==> config.mk <==
export PLATFORM = sky130hd
export DESIGN_NAME = rgbd_link
export DESIGN_NICKNAME = d
export VERILOG_FILES = /design/src/verilog/rgbd_pkg.sv /design/src/verilog/rgbd_fifo.sv /design/src/verilog/rgbd_pwm.sv /design/src/verilog/rgbd_link.sv
export SDC_FILE = /design/constraint.sdc
export NUM_CORES = 1
export LEC_CHECK = 0
export BUFFER_PORTS_ARGS = -buffer_cell sky130_fd_sc_hd__buf_2
export CORE_UTILIZATION = 25
export DETAILED_ROUTE_END_ITERATION = 10
export PLACE_DENSITY = 0.47
export SETUP_SLACK_MARGIN = 0.5
export SKIP_CTS_REPAIR_TIMING = 1
export SYNTH_ARGS = -nofsm -noshare
export SYNTH_HDL_FRONTEND = slang
export SYNTH_HIERARCHICAL = 1
export SYNTH_SLANG_ARGS = --single-unit
==> constraint.sdc <==
create_clock -name clk_i -period 3.2 [get_ports clk_i]
set_clock_uncertainty 0.1 [all_clocks]
set_input_delay 0 -clock clk_i [delete_from_list [all_inputs] [get_ports clk_i]]
set_output_delay 0 -clock clk_i [all_outputs]
set_load 0.03 [all_outputs]
==> src/verilog/rgbd_pkg.sv <==
// Shared constants and carrier types for the cascaded RGB LED link receiver.
package rgbd_pkg;

  // ****************************************************************
  // Link timing
  // ****************************************************************
  localparam int unsigned CLK_PERIOD_NS = 8;
  localparam int unsigned BIT_PERIOD_NS = 1200;
  localparam int unsigned THRESH_NS     = 525;
  localparam int unsigned T0_OUT_NS     = 340;
  localparam int unsigned T1_OUT_NS     = 680;
  localparam int unsigned RESET_US      = 140;
  localparam int unsigned PWM_FREQ_HZ   = 7000;
  localparam int unsigned CLK_HZ        = 125_000_000;

  localparam int unsigned BIT_CYC    = BIT_PERIOD_NS / CLK_PERIOD_NS;
  localparam int unsigned THRESH_CYC = (THRESH_NS + CLK_PERIOD_NS - 1) / CLK_PERIOD_NS;
  localparam int unsigned T0_CYC     = (T0_OUT_NS + CLK_PERIOD_NS - 1) / CLK_PERIOD_NS;
  localparam int unsigned T1_CYC     = (T1_OUT_NS + CLK_PERIOD_NS - 1) / CLK_PERIOD_NS;
  localparam int unsigned RESET_CYC_DEF =
    (RESET_US * 1000 + CLK_PERIOD_NS - 1) / CLK_PERIOD_NS;
  localparam int unsigned PWM_PRESC_DEF = CLK_HZ / (PWM_FREQ_HZ * 256);

  // ****************************************************************
  // Word layout
  // ****************************************************************
  localparam int unsigned WORD_W      = 24;
  localparam int unsigned CUR_W       = 5;
  localparam logic [7:0]  CUR_MARK    = 8'hFF;
  localparam int unsigned RED_CUR_LSB = 11;
  localparam int unsigned GRN_CUR_LSB = 6;
  localparam int unsigned BLU_CUR_LSB = 1;
  localparam int unsigned TEST_BIT    = 0;

  typedef struct packed {
    logic [7:0] red;
    logic [7:0] green;
    logic [7:0] blue;
  } rgbd_duty_s;

  typedef struct packed {
    logic [CUR_W-1:0] red;
    logic [CUR_W-1:0] green;
    logic [CUR_W-1:0] blue;
    logic             test;
  } rgbd_cur_s;

  // ****************************************************************
  // Register map
  // ****************************************************************
  localparam logic [7:0]  REG_CTRL    = 8'h00;
  localparam logic [7:0]  REG_STATUS  = 8'h04;
  localparam logic [7:0]  REG_HELD    = 8'h08;
  localparam logic [7:0]  REG_DUTY    = 8'h0C;
  localparam logic [7:0]  REG_CURRENT = 8'h10;
  localparam int unsigned CTRL_OUT_EN = 0;
  localparam logic        CTRL_RESET  = 1'b1;
  localparam int unsigned ST_HAVE     = 0;
  localparam int unsigned ST_BUSY     = 1;
  localparam int unsigned ST_OVERRUN  = 2;
  localparam int unsigned ST_TEST     = 3;

  typedef enum logic [2:0] {
    TX_IDLE = 3'b001,
    TX_LOW  = 3'b010,
    TX_HIGH = 3'b100
  } rgbd_tx_e;

endpackage

==> src/verilog/rgbd_fifo.sv <==
// Small first-in first-out buffer with valid and ready on both sides.
`timescale 1ns/100ps
module rgbd_fifo #(
  parameter int unsigned W     = 24,
  parameter int unsigned DEPTH = 2
) (
  // Clock and reset
  input  wire logic         clk_i,
  input  wire logic         rst_i,
  // Fill side
  input  wire logic         in_valid_i,
  output logic              in_ready_o,
  input  wire logic [W-1:0] in_data_i,
  // Drain side
  output logic              out_valid_o,
  input  wire logic         out_ready_i,
  output logic [W-1:0]      out_data_o
);
  localparam int unsigned AW = (DEPTH > 1) ? $clog2(DEPTH) : 1;

  logic [W-1:0] mem_q [DEPTH];
  logic [AW-1:0] wr_q;
  logic [AW-1:0] rd_q;
  logic [AW:0]   cnt_q;
  wire           wr_en = in_valid_i & in_ready_o;
  wire           rd_en = out_valid_o & out_ready_i;

  assign in_ready_o  = (cnt_q != (AW+1)'(DEPTH));
  assign out_valid_o = (cnt_q != '0);
  assign out_data_o  = mem_q[rd_q];

  function automatic logic [AW-1:0] nxt(input logic [AW-1:0] p);
    return (p == AW'(DEPTH - 1)) ? '0 : p + 1'b1;
  endfunction

  always_ff @(posedge clk_i) begin
    if (rst_i) begin
      wr_q  <= '0;
      rd_q  <= '0;
      cnt_q <= '0;
    end else begin
      if (wr_en) begin
        mem_q[wr_q] <= in_data_i;
        wr_q        <= nxt(wr_q);
      end
      if (rd_en) begin
        rd_q <= nxt(rd_q);
      end
      cnt_q <= cnt_q + (AW+1)'(wr_en) - (AW+1)'(rd_en);
    end
  end
endmodule

==> src/verilog/rgbd_pwm.sv <==
// Three-channel low-active duty generator for the colour outputs.
`timescale 1ns/100ps
module rgbd_pwm
  import rgbd_pkg::*;
#(
  parameter int unsigned PRESC = rgbd_pkg::PWM_PRESC_DEF
) (
  // Clock and reset
  input  wire logic              clk_i,
  input  wire logic              rst_i,
  // Settings
  input  wire rgbd_pkg::rgbd_duty_s duty_i,
  input  wire logic              test_i,
  input  wire logic              en_i,
  // Colour outputs, low means LED on
  output logic                   red_output_o,
  output logic                   green_output_o,
  output logic                   blue_output_o
);
  logic [15:0] pre_q;
  logic [7:0]  phase_q;
  wire         step = (pre_q == 16'(PRESC - 1));

  // Low while the phase is below the duty: 256 steps, so the mean is duty/256.
  function automatic logic chan(input logic [7:0] duty, input logic [7:0] ph);
    return ~(ph < duty); // [RULE_07] [RULE_08] [RULE_10]
  endfunction

  wire red_d = test_i ? 1'b0 : (!en_i ? 1'b1 : chan(duty_i.red, phase_q)); // [RULE_06]
  wire grn_d = test_i ? 1'b0 : (!en_i ? 1'b1 : chan(duty_i.green, phase_q));
  wire blu_d = test_i ? 1'b0 : (!en_i ? 1'b1 : chan(duty_i.blue, phase_q));

  always_ff @(posedge clk_i) begin
    if (rst_i) begin
      pre_q          <= '0;
      phase_q        <= '0;
      red_output_o   <= 1'b1;
      green_output_o <= 1'b1;
      blue_output_o  <= 1'b1;
    end else begin
      pre_q          <= step ? '0 : pre_q + 1'b1;
      phase_q        <= step ? phase_q + 1'b1 : phase_q;
      red_output_o   <= red_d;
      green_output_o <= grn_d;
      blue_output_o  <= blu_d;
    end
  end
endmodule

==> src/verilog/rgbd_link.sv <==
// Single-wire return-to-zero receiver, regenerator and latch for a cascaded RGB driver.
//
// Notes on behaviour
// [RULE_01] First word after reset is kept, not forwarded.
// [RULE_02] Later words are regenerated on the output.
// [RULE_03] Reset level applies held word, rearms reception.
// [RULE_04] Sender bit period is at least 1200 ns.
// [RULE_05] Sender sends red, green, blue, MSB first.
// [RULE_06] Test flag zero gives PWM, one test mode.
// [RULE_07] Duty zero keeps the channel output high.
// [RULE_08] Duty FFH gives the longest low time.
// [RULE_09] Sender never sends duty word with FFH top.
// [RULE_10] Mean current scales with duty over 256.
// [RULE_11] Sender sends current word before duty words.
// [RULE_12] Sender refreshes current word periodically.
// [RULE_13] Top byte all ones marks a current word.
// [RULE_14] Current fields at 15:11, 10:6, 5:1.
// [RULE_15] Bits open low; regenerated lows 340/680 ns.
// [RULE_16] High of 140 us or more is reset.
// [RULE_17] Low time above threshold means a one.
`timescale 1ns/100ps
module rgbd_link
  import rgbd_pkg::*;
#(
  parameter int unsigned RESET_CYC = rgbd_pkg::RESET_CYC_DEF,
  parameter int unsigned PWM_PRESC = rgbd_pkg::PWM_PRESC_DEF
) (
  // Clock and reset
  input  wire logic        clk_i,
  input  wire logic        rst_i,
  // Serial link
  input  wire logic        din_i,
  output logic             dout_o,
  // Colour outputs and current settings
  output logic             red_output_o,
  output logic             green_output_o,
  output logic             blue_output_o,
  output logic [4:0]       red_current_field_o,
  output logic [4:0]       green_current_field_o,
  output logic [4:0]       blue_current_field_o,
  output logic             test_mode_o,
  // Wishbone slave
  input  wire logic        wb_cyc_i,
  input  wire logic        wb_stb_i,
  input  wire logic        wb_we_i,
  input  wire logic [7:0]  wb_adr_i,
  input  wire logic [31:0] wb_dat_i,
  input  wire logic [3:0]  wb_sel_i,
  output logic [31:0]      wb_dat_o,
  output logic             wb_ack_o
);
  import rgbd_pkg::*;

  // ****************************************************************
  // Input synchroniser and pulse timing
  // ****************************************************************
  logic        din_s1_q;
  logic        din_s2_q;
  logic        din_prev_q;
  logic [7:0]  low_cnt_q;
  logic [17:0] hi_cnt_q;

  wire rise     = din_s2_q & ~din_prev_q;
  wire fall     = ~din_s2_q & din_prev_q;
  wire rx_bit   = (low_cnt_q >= 8'(THRESH_CYC)); // [RULE_17] [RULE_15]
  wire rst_code = din_s2_q & (hi_cnt_q == 18'(RESET_CYC - 1)); // [RULE_16]

  function automatic logic [17:0] sat_inc(input logic [17:0] v, input logic [17:0] lim);
    return (v >= lim) ? lim : v + 1'b1;
  endfunction

  wire [17:0] low_inc = sat_inc({10'h000, low_cnt_q}, 18'h0_00FF);
  wire [17:0] hi_inc  = sat_inc(hi_cnt_q, 18'(RESET_CYC));

  always_ff @(posedge clk_i) begin
    if (rst_i) begin
      din_s1_q   <= 1'b1;
      din_s2_q   <= 1'b1;
      din_prev_q <= 1'b1;
      low_cnt_q  <= '0;
      hi_cnt_q   <= '0;
    end else begin
      din_s1_q   <= din_i;
      din_s2_q   <= din_s1_q;
      din_prev_q <= din_s2_q;
      low_cnt_q  <= fall ? 8'h01 : (!din_s2_q ? low_inc[7:0] : low_cnt_q);
      hi_cnt_q   <= din_s2_q ? hi_inc : '0;
    end
  end

  // ****************************************************************
  // Word assembly, hold and latch
  // ****************************************************************
  logic [WORD_W-1:0] shift_q;
  logic [4:0]        nbit_q;
  logic              have_q;
  logic [WORD_W-1:0] held_q;
  rgbd_duty_s        duty_q;
  rgbd_cur_s         cur_q;
  logic              ctrl_en_q;
  logic              overrun_q;
  logic              fifo_ready;

  wire [WORD_W-1:0] new_word  = {shift_q[WORD_W-2:0], rx_bit};
  wire              word_done = rise & (nbit_q == 5'(WORD_W - 1));
  wire              push      = word_done & have_q; // [RULE_02]
  wire              apply     = rst_code & have_q;
  wire              is_cur    = (held_q[23:16] == CUR_MARK); // [RULE_13]
  wire rgbd_cur_s   cur_new   = '{red:   held_q[RED_CUR_LSB +: CUR_W], // [RULE_14]
                                  green: held_q[GRN_CUR_LSB +: CUR_W],
                                  blue:  held_q[BLU_CUR_LSB +: CUR_W],
                                  test:  held_q[TEST_BIT]};

  always_ff @(posedge clk_i) begin
    if (rst_i) begin
      shift_q <= '0;
      nbit_q  <= '0;
      have_q  <= 1'b0;
      held_q  <= '0;
      duty_q  <= '0;
      cur_q   <= '0;
    end else begin
      if (rst_code) begin
        nbit_q <= '0; // [RULE_03]
      end else if (rise) begin
        shift_q <= new_word;
        nbit_q  <= word_done ? '0 : nbit_q + 1'b1;
      end
      if (word_done && !have_q) begin
        held_q <= new_word; // [RULE_01]
        have_q <= 1'b1;
      end else if (rst_code) begin
        have_q <= 1'b0; // [RULE_03]
      end
      if (apply && is_cur) begin
        cur_q <= cur_new; // [RULE_14]
      end else if (apply) begin
        duty_q <= held_q; // [RULE_03]
      end
    end
  end

  // ****************************************************************
  // Regeneration buffer and transmitter
  // ****************************************************************
  logic              fifo_valid;
  logic [WORD_W-1:0] fifo_data;
  rgbd_tx_e          tx_q;
  logic [WORD_W-1:0] tx_word_q;
  logic [4:0]        tx_bit_q;
  logic [7:0]        tx_cnt_q;

  // The link cannot be stalled, so a word arriving into a full buffer is dropped and flagged.
  rgbd_fifo #(.W(WORD_W), .DEPTH(2)) u_fifo (
    .clk_i       (clk_i),
    .rst_i       (rst_i),
    .in_valid_i  (push),
    .in_ready_o  (fifo_ready),
    .in_data_i   (new_word),
    .out_valid_o (fifo_valid),
    .out_ready_i (tx_q == TX_IDLE),
    .out_data_o  (fifo_data)
  );

  wire [7:0] low_len  = tx_word_q[WORD_W-1] ? 8'(T1_CYC) : 8'(T0_CYC); // [RULE_15]
  wire       low_end  = (tx_cnt_q == low_len - 8'h01);
  wire       bit_end  = (tx_cnt_q == 8'(BIT_CYC - 1));
  wire       last_bit = (tx_bit_q == 5'(WORD_W - 1));

  always_ff @(posedge clk_i) begin
    if (rst_i) begin
      tx_q      <= TX_IDLE;
      tx_word_q <= '0;
      tx_bit_q  <= '0;
      tx_cnt_q  <= '0;
      dout_o    <= 1'b1;
    end else begin
      unique case (tx_q)
        TX_IDLE: begin
          if (fifo_valid) begin
            tx_q      <= TX_LOW;
            tx_word_q <= fifo_data;
            tx_bit_q  <= '0;
            tx_cnt_q  <= '0;
            dout_o    <= 1'b0;
          end
        end
        TX_LOW: begin
          tx_cnt_q <= tx_cnt_q + 1'b1;
          if (low_end) begin
            tx_q   <= TX_HIGH;
            dout_o <= 1'b1;
          end
        end
        TX_HIGH: begin
          tx_cnt_q <= tx_cnt_q + 1'b1;
          if (bit_end && last_bit) begin
            tx_q <= TX_IDLE;
          end else if (bit_end) begin
            tx_q      <= TX_LOW;
            tx_word_q <= {tx_word_q[WORD_W-2:0], 1'b0};
            tx_bit_q  <= tx_bit_q + 1'b1;
            tx_cnt_q  <= '0;
            dout_o    <= 1'b0;
          end
        end
        default: tx_q <= TX_IDLE;
      endcase
    end
  end

  // ****************************************************************
  // Colour outputs
  // ****************************************************************
  rgbd_pwm #(.PRESC(PWM_PRESC)) u_pwm (
    .clk_i          (clk_i),
    .rst_i          (rst_i),
    .duty_i         (duty_q),
    .test_i         (cur_q.test),
    .en_i           (ctrl_en_q),
    .red_output_o   (red_output_o),
    .green_output_o (green_output_o),
    .blue_output_o  (blue_output_o)
  );

  assign red_current_field_o   = cur_q.red;
  assign green_current_field_o = cur_q.green;
  assign blue_current_field_o  = cur_q.blue;
  assign test_mode_o           = cur_q.test;

  // ****************************************************************
  // Wishbone registers
  // ****************************************************************
  wire        req     = wb_cyc_i & wb_stb_i & ~wb_ack_o;
  // A write lands at the edge where the master sees ack, never at the edge it is taken.
  wire        wr      = wb_cyc_i & wb_stb_i & wb_ack_o & wb_we_i & wb_sel_i[0];
  wire        ovr_clr = wr & (wb_adr_i == REG_STATUS) & wb_dat_i[ST_OVERRUN];
  wire        ovr_set = push & ~fifo_ready;
  wire [31:0] status  = {28'h000_0000, cur_q.test, overrun_q, (tx_q != TX_IDLE), have_q};
  wire [31:0] rd_mux  =
    (wb_adr_i == REG_CTRL)    ? {31'h0000_0000, ctrl_en_q} :
    (wb_adr_i == REG_STATUS)  ? status :
    (wb_adr_i == REG_HELD)    ? {8'h00, held_q} :
    (wb_adr_i == REG_DUTY)    ? {8'h00, duty_q} :
    (wb_adr_i == REG_CURRENT) ? {16'h0000, cur_q} : 32'h0000_0000;

  always_ff @(posedge clk_i) begin
    if (rst_i) begin
      wb_ack_o  <= 1'b0;
      wb_dat_o  <= '0;
      ctrl_en_q <= CTRL_RESET;
      overrun_q <= 1'b0;
    end else begin
      wb_ack_o  <= req;
      wb_dat_o  <= req ? rd_mux : wb_dat_o;
      if (wr && wb_adr_i == REG_CTRL) begin
        ctrl_en_q <= wb_dat_i[CTRL_OUT_EN];
      end
      // A new overrun in the clearing cycle wins over the clear.
      overrun_q <= ovr_set | (overrun_q & ~ovr_clr);
    end
  end
endmodule

==> metrics.txt <==
GRT busiest layer=met2; clock power share=40.1%; WP data required=3.55 ns; Critical Path End Type=flip-flop; grt met1 use=16.22%; syn_area_per_cell=9.727 um^2; die area=49600 um^2; Worst setup SP type=input port; Netlist Area Pre-Place=12180 um^2; number of synthesized flops with an enable pin=48; met3 GRT Util=1.560%; first-pass GRT wire length=47650 um; hold path start=wb_sel_i[0]; grt ovf=0; setup TNS=0 ns; Synth async-reset ratio=0%; clock insertion delay at the later pin of the skew report=0.56 ns; HP Class=in2reg; Leak=5.485 nW; CP arrival=2.85 ns; Pwr Total=8.395 mW; DRC Markers=0; Power Internal=6.126 mW; vias per inst=4.641; Final setup violation count=0; Initial Util=25.45%; crit path kind=in2reg; Worst Path Max Fanout=6; Slew HR=39.31%; Non-Filler Instances=1946; Pwr Density=596.2 nW/um^2; R2R Path End=u_fifo/cnt_q[1]; clk buf depth=3; endpoints failing hold=1; Slew @ Worst Pin=0.9103 ns; width of the chip=222.7 um; r2r worst-path depth=11; number of top-level pins=103; setup slack, reg-to-reg=0.82 ns; IO Port Bufs=61; failing checks=hold timing; Max Freq=0.4000 GHz; DRT iter0 DRCs=403; total number of H-tree levels=1; fill count=5071; Hold Crit Depth=4; Hold WS=-0.04332 ns; Avg WL per Cell=15.16 um; PnR worst setup slack=0.7000 ns; clk sink count=270; CTS tree=built; max_cap viols=0; routed wire length=29490 um; clk slew on worst S/H paths=0.06 ns; Core Area=47850 um^2; CTS buffer count=31; Comb pwr share=15.0%; met2 Use GR=19.04%; largest net degree at the start of global routing=76; Cells after Synth=1252; RePlAce Congestion=0.7761; Critical R2R Launch=nbit_q[0]; Placed Cells=1880; Placement Cell Area=13030 um^2; library cells used by synthesis=83; pre-CTS WS=0.7489 ns; DIE HEIGHT=222.7 um; vias in the first global route=8671; post-route minimum period=2.500 ns; Slew Limit Fails=0; main flop type after synthesis=dfxtp_1; RSZ-0062 raised after global routing=no; antenna violations before repair=1; HPWL after DPL=19970 um; register bit total from synthesis=270; layout cell share with drive strength beyond 1=15.55%; status=finished, violations left; Final Cell Area=14080 um^2; fin crit share=78.13%; area delta synth->final=15.62%; register area share after synthesis=48.33%; DR vias=9032; sequential power share=44.9%; Root Driver=clkbuf_16; Final Util=29.43%; # diodes=0; Sw Share=27.03%; worst vdd ir=0.3988 mV; Total Routing Usage GR=11.70%; P_sw=2.269 mW; yosys warns=6; Hold Path Sink=ctrl_en_q; Pre-antenna DRT Iters=5; standard-cell rows=80; Routed Antenna Nets=0; nets=1390
-- routing by layer --
layer  wire length (um)  part of all wire (%)  vias to the layer above
met5                  0                     0                        -
li1                   -                     -                     4531
met4                594                   2.0                        0
met2              13450                    46                      144
met1              14410                    49                     4310
met3               1044                   3.5                       47
-- power by group through the flow --
stage	Combinational, mW	Sequential [mW]	Clock, mW
floorplan	1.11	3.82	0
global placement	1.27	3.84	0
detailed placement	1.27	3.84	0
CTS	1.27	3.77	3.48
global route	1.41	3.79	3.62
finish	1.26	3.77	3.37
-- cells in the final DEF (no fill, tap or decap), drive strengths merged, types with 4 or more instances in the layout --
master | netlist | layout
a211oi | 11 | 11
o21ai | 31 | 31
nand2 | 146 | 146
clkbuf | 42 | 42
nor4 | 8 | 8
xnor2 | 21 | 21
nor2 | 129 | 129
o31ai | 4 | 4
o21a | 4 | 4
or2 | 7 | 7
dlygate4sd3 | 0 | 8
edfxtp | 48 | 48
nor2b | 12 | 12
or4 | 6 | 6
a21oi | 108 | 108
clkinv | 0 | 11
ha | 34 | 34
and3b | 4 | 4
nand4 | 17 | 17
buf | 32 | 77
nor3 | 24 | 24
and3 | 9 | 9
o22ai | 5 | 5
nand2b | 24 | 24
nor3b | 5 | 5
a21o | 4 | 4
xor2 | 14 | 14
or3 | 8 | 8
mux2i | 63 | 63
mux2 | 35 | 35
inv | 46 | 48
nand3 | 35 | 35
a22o | 26 | 26
dfxtp | 222 | 222
a221oi | 7 | 7
a311oi | 24 | 24
conb | 1 | 11
-- worst max path at each step --
stage | startpoint | end | slack, ns
after global routing | wb_adr_i[6] | overrun_q | 0.52
after detailed placement | nbit_q[0] | u_fifo/cnt_q[1] | 0.75
after floorplan | nbit_q[0] | u_fifo/mem_q[1][0] | 0.58
final | wb_adr_i[6] | overrun_q | 0.70
after global placement | nbit_q[0] | u_fifo/cnt_q[1] | 0.71
after CTS | nbit_q[0] | u_fifo/cnt_q[1] | 0.74
-- synth_stat cells, types with 4 or more instances --
master	instances	share of area [%]
dfxtp_1	222	36
nand2_1	145	4.5
nor2_1	127	3.9
a21oi_1	106	4.4
mux2i_1	63	5.2
edfxtp_1	48	12
inv_1	46	1.4
clkbuf_1	41	1.3
nand3_1	35	1.4
ha_1	34	3.5
o21ai_0	30	1.2
a311oi_1	24	1.7
nand2b_1	23	1.2
nor3_1	23	0.95
a22o_1	21	1.5
mux2_4	21	2.6
xnor2_1	21	1.5
nand4_1	15	0.77
mux2_2	14	1.3
xor2_1	14	1.0
buf_2	12	0.49
nor2b_1	12	0.62
buf_4	11	0.68
and3_1	9	0.46
a211oi_1	8	0.49
or2_2	7	0.36
buf_6	6	0.55
nor4_1	6	0.31
a22o_2	5	0.41
or4_1	5	0.31
a21o_1	4	0.25
a221oi_1	4	0.29
and3b_1	4	0.29
o21a_1	4	0.25
o22ai_1	4	0.21
o31ai_1	4	0.25
or3_1	4	0.21
-- layout make-up --
type	count	area, um^2	area share [%]
flip-flops and latches	270	5886	41.80
multi-input cells	872	5774	41.01
clock buffers	42	857.1	6.087
well taps	615	769.5	5.465
repair buffers	85	508.0	3.608
inverters	46	172.7	1.226
clock inverters	16	112.6	0.7998
-- critical path, cell delays in order --
cell and delay [ns]:
dlygate4sd3_1 0.53, buf_2 0.13, nor4_2 0.41, nand3b_1 0.40
or3_1 0.54, o21ai_0 0.19, a21oi_1 0.08, dlygate4sd3_1 0.57
-- state kept, by name, indices dropped and copies added, names as in the netlist, 2 cells and up, named ones only --
signal,flops
blue_current_field_o,5
tx_bit_q,5
u_pwm/phase_q,8
tx_cnt_q,8
tx_q,3
u_fifo/mem_q,48
green_current_field_o,5
shift_q,23
held_q,24
duty_q,24
hi_cnt_q,18
tx_word_q,24
wb_dat_o,24
nbit_q,5
u_fifo/cnt_q,2
red_current_field_o,5
low_cnt_q,8
u_pwm/pre_q,16
-- kinds of logic after synthesis --
| logic type | after synthesis | share of synthesized area [%] |
|---|---|---|
| mux | 98 | 9.062 |
| buf+inv | 120 | 4.808 |
| xor+xnor | 35 | 2.517 |
| other cells | 1 | 0.03079 |
| fa+ha+maj | 34 | 3.493 |
| simple gates | 453 | 18.47 |
| flops | 270 | 48.33 |
| compound gates | 241 | 13.28 |
(Power assumes the default switching activity.)
